### config.mk
export PLATFORM = sky130hd
export DESIGN_NAME = csi_core
export DESIGN_NICKNAME = d
export VERILOG_FILES = /design/src/shared/csi_pkg.sv /design/src/shared/csi_stack_if.sv /design/src/verilog/csi_stack_mem.sv /design/src/verilog/csi_core.sv
export SDC_FILE = /design/constraint.sdc
export NUM_CORES = 1
export LEC_CHECK = 0
export BUFFER_PORTS_ARGS = -buffer_cell sky130_fd_sc_hd__buf_2
export CORE_MARGIN = 10
export CORE_UTILIZATION = 55
export CTS_BUF_LIST = sky130_fd_sc_hd__clkbuf_16
export DETAILED_ROUTE_END_ITERATION = 12
export GPL_TIMING_DRIVEN = 0
export PLACE_DENSITY = 0.8
export SLEW_MARGIN = 15
export SYNTH_ARGS = -nofsm -noshare
export SYNTH_HDL_FRONTEND = slang
export SYNTH_HIERARCHICAL = 1
export SYNTH_SLANG_ARGS = --single-unit
### constraint.sdc
create_clock -name clk_sys -period 3.15 [get_ports clk_sys]
set_clock_uncertainty 0.2 [all_clocks]
set_input_delay 0 -clock clk_sys [delete_from_list [all_inputs] [get_ports clk_sys]]
set_output_delay 0 -clock clk_sys [all_outputs]
set_load 0.005 [all_outputs]
### src/shared/csi_pkg.sv
package csi_pkg;
	// ----------------------------------------
	// Stack geometry
	// ----------------------------------------
	localparam int STACK_DEPTH = 16;
	localparam int PC_W        = 16;
	localparam int SP_W        = 4;
	localparam logic [3:0] SP_RESET = 4'h0;
	localparam logic [3:0] SP_TOP   = 4'hf;

	// ----------------------------------------
	// Indirect addressing
	// ----------------------------------------
	localparam int PTR_W = 8;
	localparam logic [7:0] PTR_RESET = 8'h00;
	localparam logic [7:0] PTR_NULL  = 8'h00;
	localparam logic [7:0] PORT_ZERO_ADDR = 8'h00;
	localparam logic [7:0] PORT_ONE_ADDR  = 8'h08;
	localparam int MODE1_HI = 7;
	localparam int MODE1_LO = 6;
	localparam int MODE0_HI = 5;
	localparam int MODE0_LO = 4;
	localparam logic [1:0] STEP_DEC = 2'h0;
	localparam logic [1:0] STEP_INC = 2'h1;

	// ----------------------------------------
	// Table pointer and latch
	// ----------------------------------------
	localparam logic [15:0] TBL_RESET = 16'h0000;

	typedef enum logic [1:0] {
		CSI_TGT_NONE,
		CSI_TGT_P0,
		CSI_TGT_P1
	} csi_tgt_t;
endpackage

### src/shared/csi_stack_if.sv
`timescale 1ns/1ps
interface csi_stack_if;
	logic                  wr_en;
	logic [3:0]            wr_addr;
	logic [15:0]           wr_data;
	logic [3:0]            rd_addr;
	logic [15:0]           rd_data;

	modport ctrl (output wr_en, output wr_addr, output wr_data, output rd_addr, input rd_data);
	modport mem  (input wr_en, input wr_addr, input wr_data, input rd_addr, output rd_data);
endinterface

### src/verilog/csi_stack_mem.sv
`timescale 1ns/1ps
module csi_stack_mem #(
	parameter int DEPTH = csi_pkg::STACK_DEPTH
) (
	input  wire logic clk_sys,
	csi_stack_if.mem  port
);
	logic [15:0] mem [DEPTH];
	logic [15:0] rd_q;

	// Registered read; the memory itself needs no reset
	always_ff @(posedge clk_sys) begin
		if (port.wr_en) begin
			mem[port.wr_addr] <= port.wr_data;
		end
		rd_q <= mem[port.rd_addr];
	end

	assign port.rd_data = rd_q;
endmodule

### src/verilog/csi_core.sv
`timescale 1ns/1ps
// Summary of operation
// - Sixteen-entry, sixteen-bit return stack kept outside program and data spaces.
// - Stack pointer has no read or write path; only push and pop move it.
// - Call or acknowledged interrupt pushes the program counter.
// - Return, return-with-literal or interrupt return pops into the program counter.
// - Push and pop leave the pc high holding latch untouched.
// - Stack is circular; pointer resets to zero.
// - Available flag set at reset, cleared whenever pointer equals Fh.
// - Wrap from Fh to 0h locks the available flag clear until reset.
// - Pop before any push clears flag; a following push locks it clear.
// - Seventeenth push overwrites first entry, eighteenth the second, and onward.
// - No underflow flag; underflow shows only through the available flag.
// - Indirect ports have no storage; access goes to the pointer's address.
// - Pointers are 8 bits; bank select chooses bank for banked targets.
// - Indirect read of a port gives zero and sets zero; write is NOP.
// - Pointer at zero: read gives zero and sets zero; write is NOP.
// - Step modes sit in status bits 7:6 (pointer one) and 5:4 (zero).
// - Mode 00 decrements, 01 increments, 1x holds the pointer.
// - Pointer stepping never changes arithmetic status flags.
// - Indirect peripheral/file moves complete in a single instruction cycle.
// - Table pointer low and high bytes form a 16-bit program address.
// - A 16-bit table latch in two bytes, mapped nowhere, buffers transfers.
module csi_core (
	input  wire logic        clk_sys,
	input  wire logic        sys_rst,
	input  wire logic        call_exec,
	input  wire logic        intr_vector,
	input  wire logic        return_exec,
	input  wire logic        return_with_literal_instr,
	input  wire logic        interrupt_return_instr,
	input  wire logic [15:0] pc_in,
	output logic      [15:0] pc_pop,
	output logic             pc_pop_valid,
	output logic             stack_available_flag,
	input  wire logic [7:0]  arithmetic_status_register,
	input  wire logic [7:0]  bank_select_value,
	input  wire logic        ptr0_wr,
	input  wire logic        ptr1_wr,
	input  wire logic [7:0]  ptr_wr_data,
	input  wire logic        ind_rd,
	input  wire logic        ind_wr,
	input  wire logic        ind_sel,
	input  wire logic [7:0]  ind_wr_data,
	input  wire logic [7:0]  mem_rd_data,
	output logic      [7:0]  indirect_pointer_zero,
	output logic      [7:0]  indirect_pointer_one,
	output logic      [7:0]  mem_addr,
	output logic      [7:0]  mem_bank,
	output logic             mem_rd,
	output logic             mem_wr,
	output logic      [7:0]  mem_wr_data,
	output logic      [7:0]  ind_rd_data,
	output logic             ind_rd_valid,
	output logic             zero_flag_set,
	input  wire logic        table_pointer_low_wr,
	input  wire logic        table_pointer_high_wr,
	input  wire logic [7:0]  tbl_wr_data,
	input  wire logic        table_latch_low_wr,
	input  wire logic        table_latch_high_wr,
	input  wire logic        table_latch_load,
	input  wire logic [15:0] table_latch_load_data,
	input  wire logic        table_pointer_step,
	output logic      [7:0]  table_pointer_low,
	output logic      [7:0]  table_pointer_high,
	output logic      [15:0] table_pointer,
	output logic      [7:0]  table_latch_high,
	output logic      [7:0]  table_latch_low,
	output logic      [15:0] table_latch
);
	// ----------------------------------------
	// State
	// ----------------------------------------
	typedef struct packed {
		logic [3:0]  sp;
		logic        avail;
		logic        locked;
		logic        pushed;
		logic        popped;
		logic        pop_pend;
		logic        pc_pop_valid;
		logic [7:0]  p0;
		logic [7:0]  p1;
		logic [7:0]  mem_addr;
		logic [7:0]  mem_bank;
		logic        mem_rd;
		logic        mem_wr;
		logic [7:0]  mem_wr_data;
		logic        rd_pend;
		logic        rd_null;
		logic [7:0]  ind_rd_data;
		logic        ind_rd_valid;
		logic        zero_flag_set;
		logic [15:0] tptr;
		logic [15:0] tlat;
	} csi_state_t;

	csi_state_t st;
	csi_state_t next_st;
	csi_stack_if sif ();

	csi_stack_mem #(.DEPTH(csi_pkg::STACK_DEPTH)) u_mem (
		.clk_sys (clk_sys),
		.port    (sif.mem)
	);

	// ----------------------------------------
	// Helpers
	// ----------------------------------------
	function automatic logic [7:0] csi_step(input logic [7:0] p, input logic [1:0] mode);
		logic [7:0] r;
		r = p;
		if (mode == csi_pkg::STEP_DEC) begin
			r = p - 8'h01;
		end else if (mode == csi_pkg::STEP_INC) begin
			r = p + 8'h01;
		end
		return r;
	endfunction

	function automatic logic csi_is_port(input logic [7:0] a);
		return (a == csi_pkg::PORT_ZERO_ADDR) || (a == csi_pkg::PORT_ONE_ADDR);
	endfunction

	logic       push;
	logic       pop;
	logic [7:0] cur_ptr;
	logic       bad_tgt;
	logic [1:0] cur_mode;

	assign push = call_exec | intr_vector;
	assign pop  = return_exec | return_with_literal_instr | interrupt_return_instr;
	assign cur_ptr  = ind_sel ? st.p1 : st.p0;
	assign cur_mode = ind_sel ? arithmetic_status_register[csi_pkg::MODE1_HI:csi_pkg::MODE1_LO]
	                          : arithmetic_status_register[csi_pkg::MODE0_HI:csi_pkg::MODE0_LO];
	// Null pointer equals port zero's address, so both checks fold together
	assign bad_tgt  = (cur_ptr == csi_pkg::PTR_NULL) || csi_is_port(cur_ptr);

	// Stack memory: write at sp on push; the read port follows sp
	// Read is registered, so the popped entry shows one cycle after the pointer steps back
	assign sif.wr_en   = push;
	assign sif.wr_addr = st.sp;
	assign sif.wr_data = pc_in;
	assign sif.rd_addr = st.sp;

	// ----------------------------------------
	// Next state
	// ----------------------------------------
	always_comb begin
		next_st = st;
		next_st.mem_rd = 1'b0;
		next_st.mem_wr = 1'b0;
		next_st.ind_rd_valid = 1'b0;
		next_st.zero_flag_set = 1'b0;
		next_st.rd_pend = 1'b0;
		next_st.pop_pend = 1'b0;
		next_st.pc_pop_valid = st.pop_pend;

		// Stack pointer, no software path pc latch not touched
		if (push && !pop) begin
			next_st.sp = st.sp + 4'h1;
			if (st.sp == csi_pkg::SP_TOP) begin
				next_st.locked = 1'b1;
			end
			if (st.popped && !st.pushed) begin
				next_st.locked = 1'b1;
			end
			next_st.pushed = 1'b1;
			next_st.popped = 1'b0;
		end else if (pop && !push) begin
			next_st.sp = st.sp - 4'h1;
			next_st.pop_pend = 1'b1;
			// Only a pop with no push since reset counts toward the early-pop lock
			next_st.popped = !st.pushed;
		end
		// Underflow lands the pointer on Fh, which clears the flag
		next_st.avail = !next_st.locked && (next_st.sp != csi_pkg::SP_TOP);

		// Indirect access, single cycle toward memory
		if (ind_rd || ind_wr) begin
			if (!bad_tgt) begin
				next_st.mem_addr = cur_ptr;
				next_st.mem_bank = bank_select_value;
				next_st.mem_rd = ind_rd;
				next_st.mem_wr = ind_wr;
				next_st.mem_wr_data = ind_wr_data;
			end
			next_st.rd_pend = ind_rd;
			next_st.rd_null = bad_tgt;
			// Pointer steps after access; no status bit is touched
			if (ind_sel) begin
				next_st.p1 = csi_step(st.p1, cur_mode);
			end else begin
				next_st.p0 = csi_step(st.p0, cur_mode);
			end
		end
		if (ptr0_wr) begin
			next_st.p0 = ptr_wr_data;
		end
		if (ptr1_wr) begin
			next_st.p1 = ptr_wr_data;
		end
		if (st.rd_pend) begin
			next_st.ind_rd_valid = 1'b1;
			next_st.ind_rd_data = st.rd_null ? 8'h00 : mem_rd_data;
			next_st.zero_flag_set = st.rd_null || (mem_rd_data == 8'h00);
		end

		// Table pointer and latch
		if (table_pointer_step) begin
			next_st.tptr = st.tptr + 16'h0001;
		end
		if (table_pointer_low_wr) begin
			next_st.tptr[7:0] = tbl_wr_data;
		end
		if (table_pointer_high_wr) begin
			next_st.tptr[15:8] = tbl_wr_data;
		end
		if (table_latch_load) begin
			next_st.tlat = table_latch_load_data;
		end
		if (table_latch_low_wr) begin
			next_st.tlat[7:0] = tbl_wr_data;
		end
		if (table_latch_high_wr) begin
			next_st.tlat[15:8] = tbl_wr_data;
		end
	end

	always_ff @(posedge clk_sys or posedge sys_rst) begin
		if (sys_rst) begin
			st <= '0;
			st.sp <= csi_pkg::SP_RESET;
			st.avail <= 1'b1;
			st.p0 <= csi_pkg::PTR_RESET;
			st.p1 <= csi_pkg::PTR_RESET;
			st.tptr <= csi_pkg::TBL_RESET;
			st.tlat <= csi_pkg::TBL_RESET;
		end else begin
			st <= next_st;
		end
	end

	// ----------------------------------------
	// Outputs
	// ----------------------------------------
	assign pc_pop = sif.rd_data; // registered inside the memory
	assign pc_pop_valid = st.pc_pop_valid;
	assign stack_available_flag = st.avail;
	assign indirect_pointer_zero = st.p0;
	assign indirect_pointer_one = st.p1;
	assign mem_addr = st.mem_addr;
	assign mem_bank = st.mem_bank;
	assign mem_rd = st.mem_rd;
	assign mem_wr = st.mem_wr;
	assign mem_wr_data = st.mem_wr_data;
	assign ind_rd_data = st.ind_rd_data;
	assign ind_rd_valid = st.ind_rd_valid;
	assign zero_flag_set = st.zero_flag_set;
	assign table_pointer_low = st.tptr[7:0];
	assign table_pointer_high = st.tptr[15:8];
	assign table_pointer = st.tptr;
	assign table_latch_high = st.tlat[15:8];
	assign table_latch_low = st.tlat[7:0];
	assign table_latch = st.tlat;

	// ----------------------------------------
	// Checks
	// ----------------------------------------
	a_sp_top_clears: assert property (@(posedge clk_sys) disable iff (sys_rst)
		(st.sp == csi_pkg::SP_TOP) |-> !st.avail)
		else $error("flag set while pointer at top");
	a_wrap_locks: assert property (@(posedge clk_sys) disable iff (sys_rst)
		(push && !pop && st.sp == csi_pkg::SP_TOP) |=> (!st.avail && st.locked)[*3])
		else $error("wrap did not lock flag");
	a_push_advances: assert property (@(posedge clk_sys) disable iff (sys_rst)
		(push && !pop) |=> st.sp == $past(st.sp) + 4'h1)
		else $error("push did not advance pointer");
	a_pop_returns: assert property (@(posedge clk_sys) disable iff (sys_rst)
		(push && !pop ##1 pop && !push) |=> ##1 (pc_pop_valid && pc_pop == $past(pc_in, 3)))
		else $error("pop returned wrong entry");
	a_pop_first_clears: assert property (@(posedge clk_sys) disable iff (sys_rst)
		(pop && !push && !st.pushed && !st.popped) |=> !stack_available_flag)
		else $error("early pop left flag set");
	a_null_read_zero: assert property (@(posedge clk_sys) disable iff (sys_rst)
		(ind_rd && bad_tgt) |=> ##1 (ind_rd_valid && ind_rd_data == 8'h00 && zero_flag_set))
		else $error("null read not zero");
	a_null_write_nop: assert property (@(posedge clk_sys) disable iff (sys_rst)
		(ind_wr && bad_tgt) |=> !mem_wr)
		else $error("write to port reached memory");
	a_step_inc: assert property (@(posedge clk_sys) disable iff (sys_rst)
		(ind_rd && !ind_sel && cur_mode == csi_pkg::STEP_INC && !ptr0_wr) |=> st.p0 == $past(st.p0) + 8'h01)
		else $error("pointer zero not incremented");
	a_step_hold: assert property (@(posedge clk_sys) disable iff (sys_rst)
		((ind_rd || ind_wr) && ind_sel && cur_mode[1] && !ptr1_wr) |=> $stable(st.p1))
		else $error("pointer one moved in hold mode");
	a_step_no_zero: assert property (@(posedge clk_sys) disable iff (sys_rst)
		(ind_wr && !ind_rd && !st.rd_pend) |=> !zero_flag_set)
		else $error("stepping raised zero flag");
	a_access_single: assert property (@(posedge clk_sys) disable iff (sys_rst)
		(ind_wr && !bad_tgt) |=> (mem_wr && mem_addr == $past(cur_ptr)))
		else $error("indirect write not in one cycle");
	a_tbl_ptr_step: assert property (@(posedge clk_sys) disable iff (sys_rst)
		(table_pointer_step && !table_pointer_low_wr && !table_pointer_high_wr) |=>
		table_pointer == $past(table_pointer) + 16'h0001)
		else $error("table pointer did not step");
	a_pop_steps_back: assert property (@(posedge clk_sys) disable iff (sys_rst)
		(pop && !push) |=> st.sp == $past(st.sp) - 4'h1)
		else $error("pop did not step pointer back");
	a_lock_sticks: assert property (@(posedge clk_sys) disable iff (sys_rst)
		st.locked |=> st.locked)
		else $error("lock released without reset");
	a_locked_clear: assert property (@(posedge clk_sys) disable iff (sys_rst)
		st.locked |-> !stack_available_flag)
		else $error("flag set while locked");
	a_flag_tracks: assert property (@(posedge clk_sys) disable iff (sys_rst)
		(!st.locked && st.sp != csi_pkg::SP_TOP) |-> stack_available_flag)
		else $error("flag clear below top");
	a_step_dec: assert property (@(posedge clk_sys) disable iff (sys_rst)
		(ind_rd && !ind_sel && cur_mode == csi_pkg::STEP_DEC && !ptr0_wr) |=> st.p0 == $past(st.p0) - 8'h01)
		else $error("pointer zero not decremented");
	a_p0_hold: assert property (@(posedge clk_sys) disable iff (sys_rst)
		((ind_rd || ind_wr) && !ind_sel && cur_mode[1] && !ptr0_wr) |=> $stable(st.p0))
		else $error("pointer zero moved in hold mode");
	a_read_data: assert property (@(posedge clk_sys) disable iff (sys_rst)
		(ind_rd && !bad_tgt) |=> ##1 (ind_rd_valid && ind_rd_data == $past(mem_rd_data)))
		else $error("indirect read data lost");
	a_read_target: assert property (@(posedge clk_sys) disable iff (sys_rst)
		(ind_rd && !bad_tgt) |=> (mem_rd && mem_addr == $past(cur_ptr) && mem_bank == $past(bank_select_value)))
		else $error("indirect read went to wrong place");
	a_null_no_read: assert property (@(posedge clk_sys) disable iff (sys_rst)
		(ind_rd && bad_tgt) |=> !mem_rd)
		else $error("null read reached memory");
	a_ptr_load: assert property (@(posedge clk_sys) disable iff (sys_rst)
		ptr1_wr |=> st.p1 == $past(ptr_wr_data))
		else $error("pointer one load lost");
	a_tbl_low_write: assert property (@(posedge clk_sys) disable iff (sys_rst)
		table_pointer_low_wr |=> table_pointer_low == $past(tbl_wr_data))
		else $error("table pointer low write lost");
	a_tlat_load: assert property (@(posedge clk_sys) disable iff (sys_rst)
		(table_latch_load && !table_latch_low_wr && !table_latch_high_wr) |=>
		table_latch == $past(table_latch_load_data))
		else $error("table latch load lost");
	a_tlat_high_write: assert property (@(posedge clk_sys) disable iff (sys_rst)
		table_latch_high_wr |=> table_latch_high == $past(tbl_wr_data))
		else $error("table latch high write lost");
endmodule

==> results_dict.tcl, run 1 <==
set metrics [dict create \
    status "complete, no violations" \
    clk_latency_ps 530 \
    r2r_slack_ps 180 \
    tightest_slew_ps 933 \
    cap_violations 0 \
    p_int_uw 10300 \
    setup_violations 0 \
    drt_iter0_markers 1033 \
    hold_class "input pin to register" \
    drc_errors 0 \
    comb_power_share_pct 29.1 \
    routed_wl_mm 43.0 \
    grt_start_max_net_pins 50 \
    fin_nets 1559 \
    crit_fanout 10 \
    vias_per_cell 5.72 \
    ys_seq_elements 368 \
    h-tree-depth 2 \
    dr_total_vias 10600 \
    p_per_area_nw_per_um2 737 \
    end_kind "register" \
    synth_edf_count 256 \
    detailed_place_hpwl_mm 26.8 \
    final_design_area_no_fill_sq_um 20200 \
    cts-root-buf "clkbuf_16" \
    synth_nets 1158 \
    synth-main-ff-cell "edfxtp_1" \
    rsz0062_at_grt "false" \
    critPathLaunchType "input pin" \
    switching_share_pct 30.5 \
    preCtsSetupSlack_ps 340 \
    critPathKind "input pin to register" \
    netlist_area_sq_um 15900 \
    grt_pass1_vias 11300 \
    area_growth_pct 27.0 \
    leakage_uw 0.00806 \
    finalPower_uw 14900 \
    clk_pin_slew_ps 60 \
    routedWlPerCell_um 23.1 \
    fmax_ghz 0.331 \
    min_period_over_period_pct 95.8 \
    post-route-min-period_ps 3020 \
    fp.dieH_um 190 \
    crit_arrival_ps 3220 \
    synth_warnings 6 \
    layout-drive-gt1-share_pct 36.4 \
    r2r_end "u_mem/port.rd_data[6]" \
    crit_slowest_cell "dlygate4sd3_1" \
    grt_use_total_pct 23.6 \
    async_flop_share_pct 26.1 \
    hold_depth 5 \
    hold_start "return_with_literal_instr" \
    worst_r2r_path_depth 5 \
    place_area_sq_um 17800 \
    fin_util_pct 70.4 \
    hold_ws_ps 0.539 \
    synth.top_cell.area_share_pct 48.4 \
    max_stage_delay_ps 550 \
    pwr-share-clk_pct 28.1 \
    drt_first_pass_iters 5 \
    cts_sinks 368 \
    slew_viol_final 0 \
    fin_ws_ps 133 \
    synth.distinct_cells 64 \
    cts_tree "built" \
    hold_violations 0 \
    worstPathBufferInverterCount 4 \
    initial_utilization_pct 55.4 \
    cts_inserted_buffers 37 \
    relSlewSlack_pct 37.8 \
    grt_pass1_wl_mm 66.0 \
    yosys-top-cells-area "edfxtp_1, dfrtp_1, mux4_2" \
    core_area_sq_um 28600 \
    r2r_start "sif.rd_addr[1]" \
    die_x_um 190 \
    drtAntennaViolNets 0 \
    ys_seq_area_share_pct 65.6 \
    globalplace.congestion 0.830 \
    path_common_cell "dlygate4sd3_1" \
    die-area_sq_um 36000 \
    required_ps 3350 \
    crit_family "buffers and inverters" \
    grt-ovfl-total 0 \
    yosys.area.top_type "edfxtp_1" \
    portBuffers 222 \
    hold_end "st[88]" \
    rows 62 \
    synth_cells 1046 \
    clock_tree.buffer_depth 3 \
    syn_avg_cell_area_sq_um 15.2 \
    p_seq_share_pct 42.8 \
    path_cells "dlygate4sd3_1 > buf_6 > nor3_4 > nor2_4 > clkbuf_2 > xnor2_1 > ha_1 > or3_1 > a21oi_1 > xor2_1 > mux2_2 > dlygate4sd3_1" \
    top_level_ports 232 \
    antenna_found_initial 1 \
    peakVddDrop_uv 427 \
    switching_power_uw 4530 \
]
-- worst max-delay path by stage --
stage | start | end | cells past startpoint
floorplan | sif.rd_addr[2] | u_mem/mem[0][0] | 2
global placement | sif.rd_addr[2] | u_mem/mem[0][9] | 2
detailed placement | sif.rd_addr[1] | u_mem/port.rd_data[4] | 5
CTS | arithmetic_status_register[7] | indirect_pointer_zero[2] | 12
global route | ind_sel | indirect_pointer_zero[4] | 13
finish | ind_sel | indirect_pointer_zero[2] | 12
-- worst min-delay path, stage by stage --
cell and delay (ps):
buf_2 70, or3_1 120, ha_1 270, nand2b_1 70
o21ai_0 140
-- metrics by stage --
step                setup TNS, ps  instances
floorplan                       0       1046
global placement          -110390       1652
detailed placement              0       1672
CTS                             0       1858
global route                    0       1861
finish                          0       1861
-- sequential cells by signal, indices dropped and copies added, names as in the netlist --
name / flops
indirect_pointer_one: 8
next_st: 1
ind_rd_data: 8
mem_bank: 8
u_mem/mem: 256
mem_rd: 1
stack_available_flag: 1
ind_rd_valid: 1
mem_addr: 8
mem_wr: 1
table_pointer: 16
sif.rd_addr: 4
zero_flag_set: 1
st: 5
indirect_pointer_zero: 8
pc_pop_valid: 1
mem_wr_data: 8
u_mem/port.rd_data: 16
table_latch: 16
-- repair_timing --
item	CTS	global route
resized for setup	0	2
hold endpoints to repair	439	0
setup buffers	0	2
hold buffers	118	0
setup endpoints to repair	0	3
-- layout make-up --
class / count / area (sq um)
timing repair buffer: 362 / 2580
clock inverter: 29 / 189
antenna: 1 / 2.50
fill: 1757 / 8470
sequential: 368 / 10400
clock buffer: 39 / 976
multi-input combinational: 499 / 4340
tap: 384 / 480
inverter: 17 / 68.8
buffer: 162 / 1100
-- cells in the final DEF (no fill, tap or decap), drive strengths merged, types with 3 or more instances in the layout --
cell type    count
a21oi           15
a22oi           32
a31oi            4
and2             3
buf            382
clkbuf          63
clkinv          13
dfrtp           95
dfxtp           16
dlygate4sd3    118
edfxtp         256
ha              14
inv             31
mux2            19
mux2i           30
mux4            64
nand2           89
nand2b           7
nand3           17
nand4            6
nor2            33
nor2b            4
nor3            11
nor3b            4
nor4             7
o21ai           66
o31a             6
or2              3
or3              7
or3b             3
xnor2           11
xor2            17
-- cells by family (layout without fill, tap and decap cells) --
family / count (synthesis) / count (layout) / share of synthesized area, %
flip-flops: 368 / 368 / 65.6
AND/OR/NAND/NOR: 205 / 205 / 6.41
buffers and inverters: 179 / 609 / 7.34
AO/OA/AOI/OAI: 138 / 138 / 5.37
multiplexers: 113 / 113 / 12.6
XOR/XNOR: 28 / 28 / 1.55
adder cells (fa/ha/maj): 15 / 15 / 1.17
other: 0 / 1 / 0
-- per-layer routing --
metal	global-route usage (%)	up-vias	part of all wire, %
met5	0	-	0
met2	41.2	615	52
li1	-	4629	-
met1	28.1	5309	37
met4	7.81	0	2.8
met3	5.99	88	9.0
-- cell usage after synthesis (3+ instances only) --
library cell and count:
a21oi_1 15, a22oi_1 32, a31oi_1 4, and2_1 3, buf_1 4, buf_2 13
buf_4 115, buf_6 6, clkbuf_1 24, dfrtp_1 95, dfxtp_1 16, edfxtp_1 256
ha_1 14, inv_1 16, mux2_2 19, mux2i_1 30, mux4_1 10, mux4_2 54
nand2_1 89, nand2b_1 7, nand3_1 17, nand4_1 6, nor2_1 32, nor2b_1 4
nor3_1 9, nor4_1 7, o21ai_0 64, o31a_1 6, or3_1 6, xnor2_1 11
xor2_1 17
-- power by group through the flow --
stage               clock network [uW]  logic, uW  registers (uW)
finish                            4180       4320            6350
detailed placement                   0       4070            6410
global route                      4430       4590            6410
global placement                     0       3780            6360
CTS                               4240       4280            6340
floorplan                            0       2570            6310
Power figures use the tool's default switching activity.
==> run 2, diff against run 1 <==
--- a/config.mk
+++ b/config.mk
@@ -7,7 +7,7 @@
 export LEC_CHECK = 0
 export BUFFER_PORTS_ARGS = -buffer_cell sky130_fd_sc_hd__buf_2
 export CORE_MARGIN = 10
-export CORE_UTILIZATION = 55
+export CORE_UTILIZATION = 52
 export CTS_BUF_LIST = sky130_fd_sc_hd__clkbuf_16
 export DETAILED_ROUTE_END_ITERATION = 12
 export GPL_TIMING_DRIVEN = 0
==> constraint.sdc (replaced) <==
create_clock -name clk_sys -period 2.48 [get_ports clk_sys]
set_clock_uncertainty 0.2 [all_clocks]
set_input_delay 0 -clock clk_sys [delete_from_list [all_inputs] [get_ports clk_sys]]
set_output_delay 0 -clock clk_sys [all_outputs]
set_load 0.005 [all_outputs]
==> run 2 against run 1 <==
  * Clock power is 28% higher
  * Final cell count grew 0.91%
  * Non-clock buffer count rose by 7
  * Power up 27%
  * Routed wire length is 2.5% lower
  * Sequential power increased by 27%
  * First-iteration DRC count decreased by 2.7%
  * Hold slack improved by 25 ps
  * Critical path depth down 8
  * Critical endpoint is now u_mem/port.rd_data[13]
==> results_dict.tcl, run 2 (synthesis gave the netlist of run 1 again) <==
set metrics [dict create \
    rows 63 \
    antenna_found_initial 1 \
    slew_viol_final 0 \
    grt_pass1_vias 11300 \
    cts-root-buf "clkbuf_16" \
    crit_fanout 12 \
    required_ps 2760 \
    critPathKind "register to register" \
    drt_first_pass_iters 5 \
    die-area_sq_um 37900 \
    final_cell_mix "edfxtp_1, buf_2, dlygate4sd3_1, buf_4, dfrtp_1" \
    worstPathBufferInverterCount 1 \
    globalplace.congestion 0.882 \
    cts_inserted_buffers 39 \
    finalPower_uw 18900 \
    cts_sinks 368 \
    layout_commonest_cell "edfxtp_1" \
    pwr-share-clk_pct 28.4 \
    clock_tree.buffer_depth 3 \
    comb_power_share_pct 29.0 \
    instances_no_fill 1878 \
    min_period_over_period_pct 98.6 \
    initial_utilization_pct 53.1 \
    peakVddDrop_uv 522 \
    portBuffers 222 \
    clk_latency_ps 540 \
    largest_reg_flops 256 \
    area_growth_pct 27.9 \
    top_level_ports 232 \
    die_x_um 195 \
    drc_errors 0 \
    routed_wl_mm 42.0 \
    max_stage_delay_ps 660 \
    setup_violations 0 \
    dr_total_vias 10600 \
    drtAntennaViolNets 0 \
    grt-ovfl-total 0 \
    cap_violations 0 \
    dpl.cell_count 1679 \
    fp.dieH_um 195 \
    vias_per_cell 5.65 \
    grt_start_max_net_pins 36 \
    switching_power_uw 5730 \
    grt_use_total_pct 21.7 \
    largest-register "u_mem/mem" \
    path_cells "nor2_1 > clkbuf_1 > a22oi_1 > nand2_1" \
    post-route-min-period_ps 2450 \
    switching_share_pct 30.3 \
    detailed_place_hpwl_mm 27.5 \
    end_kind "register" \
    clk_pin_slew_ps 60 \
    relSlewSlack_pct 47.7 \
    cts_tree "built" \
    r2r_slack_ps 30 \
    hold_violations 0 \
    p_int_uw 13200 \
    crit_family "simple AND/OR/NAND/NOR gates" \
    crit_arrival_ps 2720 \
    fillCellCount 1908 \
    core_area_sq_um 29900 \
    fmax_ghz 0.409 \
    status "complete, no violations" \
    leakage_uw 0.00813 \
    hold_class "input pin to register" \
    layout-drive-gt1-share_pct 37.0 \
    p_seq_share_pct 42.6 \
    crit_slowest_cell "clkbuf_1" \
    grt_pass1_wl_mm 64.8 \
    routedWlPerCell_um 22.3 \
    tightest_slew_ps 785 \
    drt_iter0_markers 1005 \
    p_per_area_nw_per_um2 930 \
    h-tree-depth 2 \
    rsz0062_at_grt "true" \
    fin_nets 1568 \
    critPathLaunchType "register" \
]
run 2: cell count changes in the layout (fill, tap and decap cells not counted), moves of 3 or more:
cell | previous run | this run
clkbuf_2 | 1 | 4
inv_1 | 24 | 28
buf_1 | 4 | 1
clkbuf_1 | 23 | 19
buf_6 | 11 | 7
dlygate4sd3_1 | 118 | 124
inv_6 | 4 | 1
buf_4 | 120 | 123
clkinvlp_4 | 1 | 4
run 2: path summary, 6_finish.rpt:
kind                                                     from                  endpoint  cells past startpoint
worst max register to register                 sif.rd_addr[2]    u_mem/port.rd_data[13]                      4
max in group asynchronous                             sys_rst      stack_available_flag                      6
worst min-delay path            arithmetic_status_register[6]  indirect_pointer_zero[4]                      6
min in group asynchronous                             sys_rst         table_pointer[14]                      4
worst min register to register                    next_st[86]              pc_pop_valid                      0
worst max-delay path                           sif.rd_addr[2]    u_mem/port.rd_data[13]                      4
run 2: power groups by stage:
stage | clock [uW] | sequential, uW | combinational, uW
after detailed placement | 0 | 8140 | 5220
after floorplan | 0 | 8020 | 3270
after CTS | 5470 | 8030 | 5470
after global placement | 0 | 8090 | 4840
after global routing | 5730 | 8130 | 5860
final | 5360 | 8040 | 5470
run 2: timing repair:
| action | 4_1_cts | 5_1_grt |
|---|---|---|
| hold buffers | 125 | 0 |
| buffers inserted | 0 | 3 |
| pin swaps | 0 | 0 |
| resized for setup | 9 | 12 |
| hold endpoints to repair | 404 | 0 |
| endpoints found under the setup margin | 29 | 28 |
run 2: final cells by class:
| type | count | area, sq um | area share (%) |
|---|---|---|---|
| clock buffers | 39 | 976 | 4.81 |
| plain buffers | 161 | 1110 | 5.49 |
| diodes | 1 | 2.50 | 0.0123 |
| multi-input cells | 499 | 4360 | 21.5 |
| flip-flops and latches | 368 | 10400 | 51.3 |
| well taps | 390 | 488 | 2.40 |
| clock inverters | 33 | 209 | 1.03 |
| inverters | 17 | 70.1 | 0.345 |
| repair buffers | 370 | 2660 | 13.1 |
run 2: routing by layer:
| metal | share of wire (%) | vias up | global-route usage [%] |
|---|---|---|---|
| met5 | 0 | - | 0 |
| met2 | 51 | 522 | 36.6 |
| met1 | 38 | 5339 | 27.0 |
| met4 | 3.1 | 0 | 7.35 |
| li1 | - | 4647 | - |
| met3 | 8.3 | 110 | 4.80 |
run 2: through the flow:
step | cell area [sq um] | worst slack [ps] | TNS [ps] | hold slack, ps | util [%]
final | 20300 | 34.2 | 0 | 25.5 | 67.9
after global routing | 20300 | -18.9 | -91.8 | 35.3 | 67.9
after detailed placement | 17800 | -325 | -5190 | -85.6 | 59.6
after CTS | 20300 | 4.03 | 0 | 2.61 | 67.8
after floorplan | 15900 | 28.5 | 0 | -102 | -
after global placement | 17500 | -1220 | -136170 | 23.5 | 58.5
run 2: worst register-to-register path: stages (launching register included):
cell,delay (ps)
dfrtp_1,500
nor2_1,640
clkbuf_1,660
a22oi_1,260
nand2_1,140
==> run 3, diff against run 2 <==
--- a/config.mk
+++ b/config.mk
@@ -6,6 +6,7 @@
 export NUM_CORES = 1
 export LEC_CHECK = 0
 export BUFFER_PORTS_ARGS = -buffer_cell sky130_fd_sc_hd__buf_2
+export CAP_MARGIN = 20
 export CORE_MARGIN = 10
 export CORE_UTILIZATION = 52
 export CTS_BUF_LIST = sky130_fd_sc_hd__clkbuf_16
==> constraint.sdc (replaced) <==
create_clock -name clk_sys -period 2.1 [get_ports clk_sys]
set_clock_uncertainty 0.2 [all_clocks]
set_input_delay 0 -clock clk_sys [delete_from_list [all_inputs] [get_ports clk_sys]]
set_output_delay 0 -clock clk_sys [all_outputs]
set_load 0.005 [all_outputs]
==> run 3 against run 2 <==
  * Sequential power rose by 18%
  * Clock power rose by 25%
  * Largest power group unchanged
  * Maximum frequency rose by 3.0%
  * The run now ends with hold timing, setup timing left
==> results_dict.tcl, run 3 (synthesis gave the netlist of run 1 again) <==
set metrics [dict create \
    place_area_sq_um 17900 \
    crit_arrival_ps 2640 \
    met1_usage_pct 27.5 \
    fmax_ghz 0.421 \
    cts_sinks 368 \
    switching_power_uw 7250 \
    multiInputGateArea_sq_um 4560 \
    cap_violations 0 \
    layout_commonest_cell "edfxtp_1" \
    crit_fanout 4 \
    crit_slowest_cell "dfrtp_1" \
    grt_pass1_wl_mm 66.5 \
    pwr-share-clk_pct 28.5 \
    top_level_ports 232 \
    finalPower_uw 23500 \
    end_kind "register" \
    globalplace.congestion 0.860 \
    routedWlPerCell_um 23.7 \
    fin_ws_ps -276 \
    regArea_sq_um 10400 \
    rsz0062_at_grt "true" \
    fin_nets 1592 \
    drc_errors 0 \
    max_stage_delay_ps 400 \
    peakVddDrop_uv 808 \
    cts_inserted_buffers 39 \
    instances_no_fill 1903 \
    antenna_found_initial 4 \
    layout-drive-gt1-share_pct 41.2 \
    critPathLaunchType "register" \
    hold_class "input pin to register" \
    drt_first_pass_iters 6 \
    clk_pin_slew_ps 60 \
    grt_use_total_pct 22.2 \
    tightest_slew_ps 583 \
    die_x_um 195 \
    vias_per_cell 5.77 \
    relSlewSlack_pct 61.1 \
    final_cell_mix "edfxtp_1, buf_2, buf_4, dlygate4sd3_1, nand2_1" \
    comb_power_share_pct 31.1 \
    cts_tree "built" \
    setup_violations 29 \
    path_cells "buf_6 > xnor2_2 > ha_2 > o31a_1 > o22ai_2 > a21bo_2 > a21oi_2 > or4_1 > nand3_1" \
    min_period_over_period_pct 113 \
    cts-root-buf "clkbuf_16" \
    clock_tree.buffer_depth 3 \
    met3_usage_pct 4.51 \
    grt.busiest_layer "met2" \
    routed_wl_mm 45.1 \
    required_ps 2370 \
    status "finished, violations left" \
    h-tree-depth 2 \
    final_design_area_no_fill_sq_um 21000 \
    grtUsageMet2_pct 37.3 \
    fp.dieH_um 195 \
    slew_viol_final 0 \
    grt_start_max_net_pins 36 \
    post-route-min-period_ps 2380 \
    portBuffers 222 \
    p_seq_share_pct 40.4 \
    area_growth_pct 32.5 \
    detailed_place_hpwl_mm 27.4 \
    grt-ovfl-total 0 \
    switching_share_pct 30.8 \
    p_int_uw 16300 \
    hold_violations 2 \
    grt_pass1_vias 11600 \
    leakage_uw 0.00844 \
    fillCellCount 1840 \
    violations "hold timing, setup timing" \
    drt_iter0_markers 1285 \
    setup_tns_ps -939 \
    initial_utilization_pct 53.1 \
    rows 63 \
    p_per_area_nw_per_um2 1120 \
    critPathKind "register to register" \
    largest-register "u_mem/mem" \
    core_area_sq_um 29900 \
    drtAntennaViolNets 0 \
    hold_ws_ps -128 \
    largest_reg_flops 256 \
    dpl.cell_count 1676 \
    dr_total_vias 11000 \
    die-area_sq_um 37900 \
    clk_latency_ps 540 \
]
==> run 3: worst max-delay path: cells and delay by family, from the launching register on <==
family                   cells  cell delay [ps]
AO/OA/AOI/OAI                4              610
AND/OR/NAND/NOR              2              480
flip-flops                   1              400
adder cells (fa/ha/maj)      1              250
XOR/XNOR                     1              210
buffers and inverters        1              150
==> run 3: final cells by class <==
class / count / share of cell area [%]
antenna: 2 / 0.0238
buffer: 158 / 5.66
clock buffer: 39 / 4.64
clock inverter: 33 / 1.30
inverter: 17 / 0.321
multi-input combinational: 499 / 21.7
sequential: 368 / 49.6
tap: 390 / 2.32
timing repair buffer: 397 / 14.4
==> run 3: metal layers <==
metal / routed length [um] / part of all wire [%] / up-vias
met5: 13 / 0.029 / -
met4: 1870 / 4.1 / 2
met3: 3810 / 8.4 / 178
met2: 23100 / 51 / 659
met1: 16400 / 36 / 5441
li1: - / - / 4697
==> run 3: repair_timing <==
action,4_1_cts,5_1_grt
pin swaps,8,14
buffers inserted,20,17
setup endpoints to repair,272,118
gates resized for setup,59,41
hold buffers,120,1
hold endpoints to repair,439,1
==> run 3: final timing paths <==
path | slack (ps) | from | end | depth (start not counted)
max | -280 | indirect_pointer_one[1] | indirect_pointer_one[6] | 9
min reg2reg | 170 | next_st[86] | pc_pop_valid | 0
min in group asynchronous | 460 | sys_rst | mem_bank[3] | 4
max in group asynchronous | 560 | sys_rst | indirect_pointer_zero[2] | 6
min | -130 | ptr0_wr | indirect_pointer_zero[1] | 3
max reg2reg | -280 | indirect_pointer_one[1] | indirect_pointer_one[6] | 9
==> run 3: power by group through the flow <==
stage / clock (uW) / combinational, uW / sequential [uW]
after floorplan: 0 / 3880 / 9480
after global placement: 0 / 5730 / 9560
after detailed placement: 0 / 6120 / 9650
after CTS: 6780 / 6920 / 9470
after global routing: 7110 / 7750 / 9580
final: 6710 / 7330 / 9500
==> run 3: per-stage QoR <==
stage          utilization [%]  hold WS [ps]  setup WS, ps
4_1_cts                   69.2          1.02          -161
3_3_place_gp              58.6          24.0          -998
5_1_grt                   70.4         -16.6          -340
6_report                  70.4          -128          -276
2_1_floorplan                -          -102          -211
3_5_place_dp              59.8          -102          -842
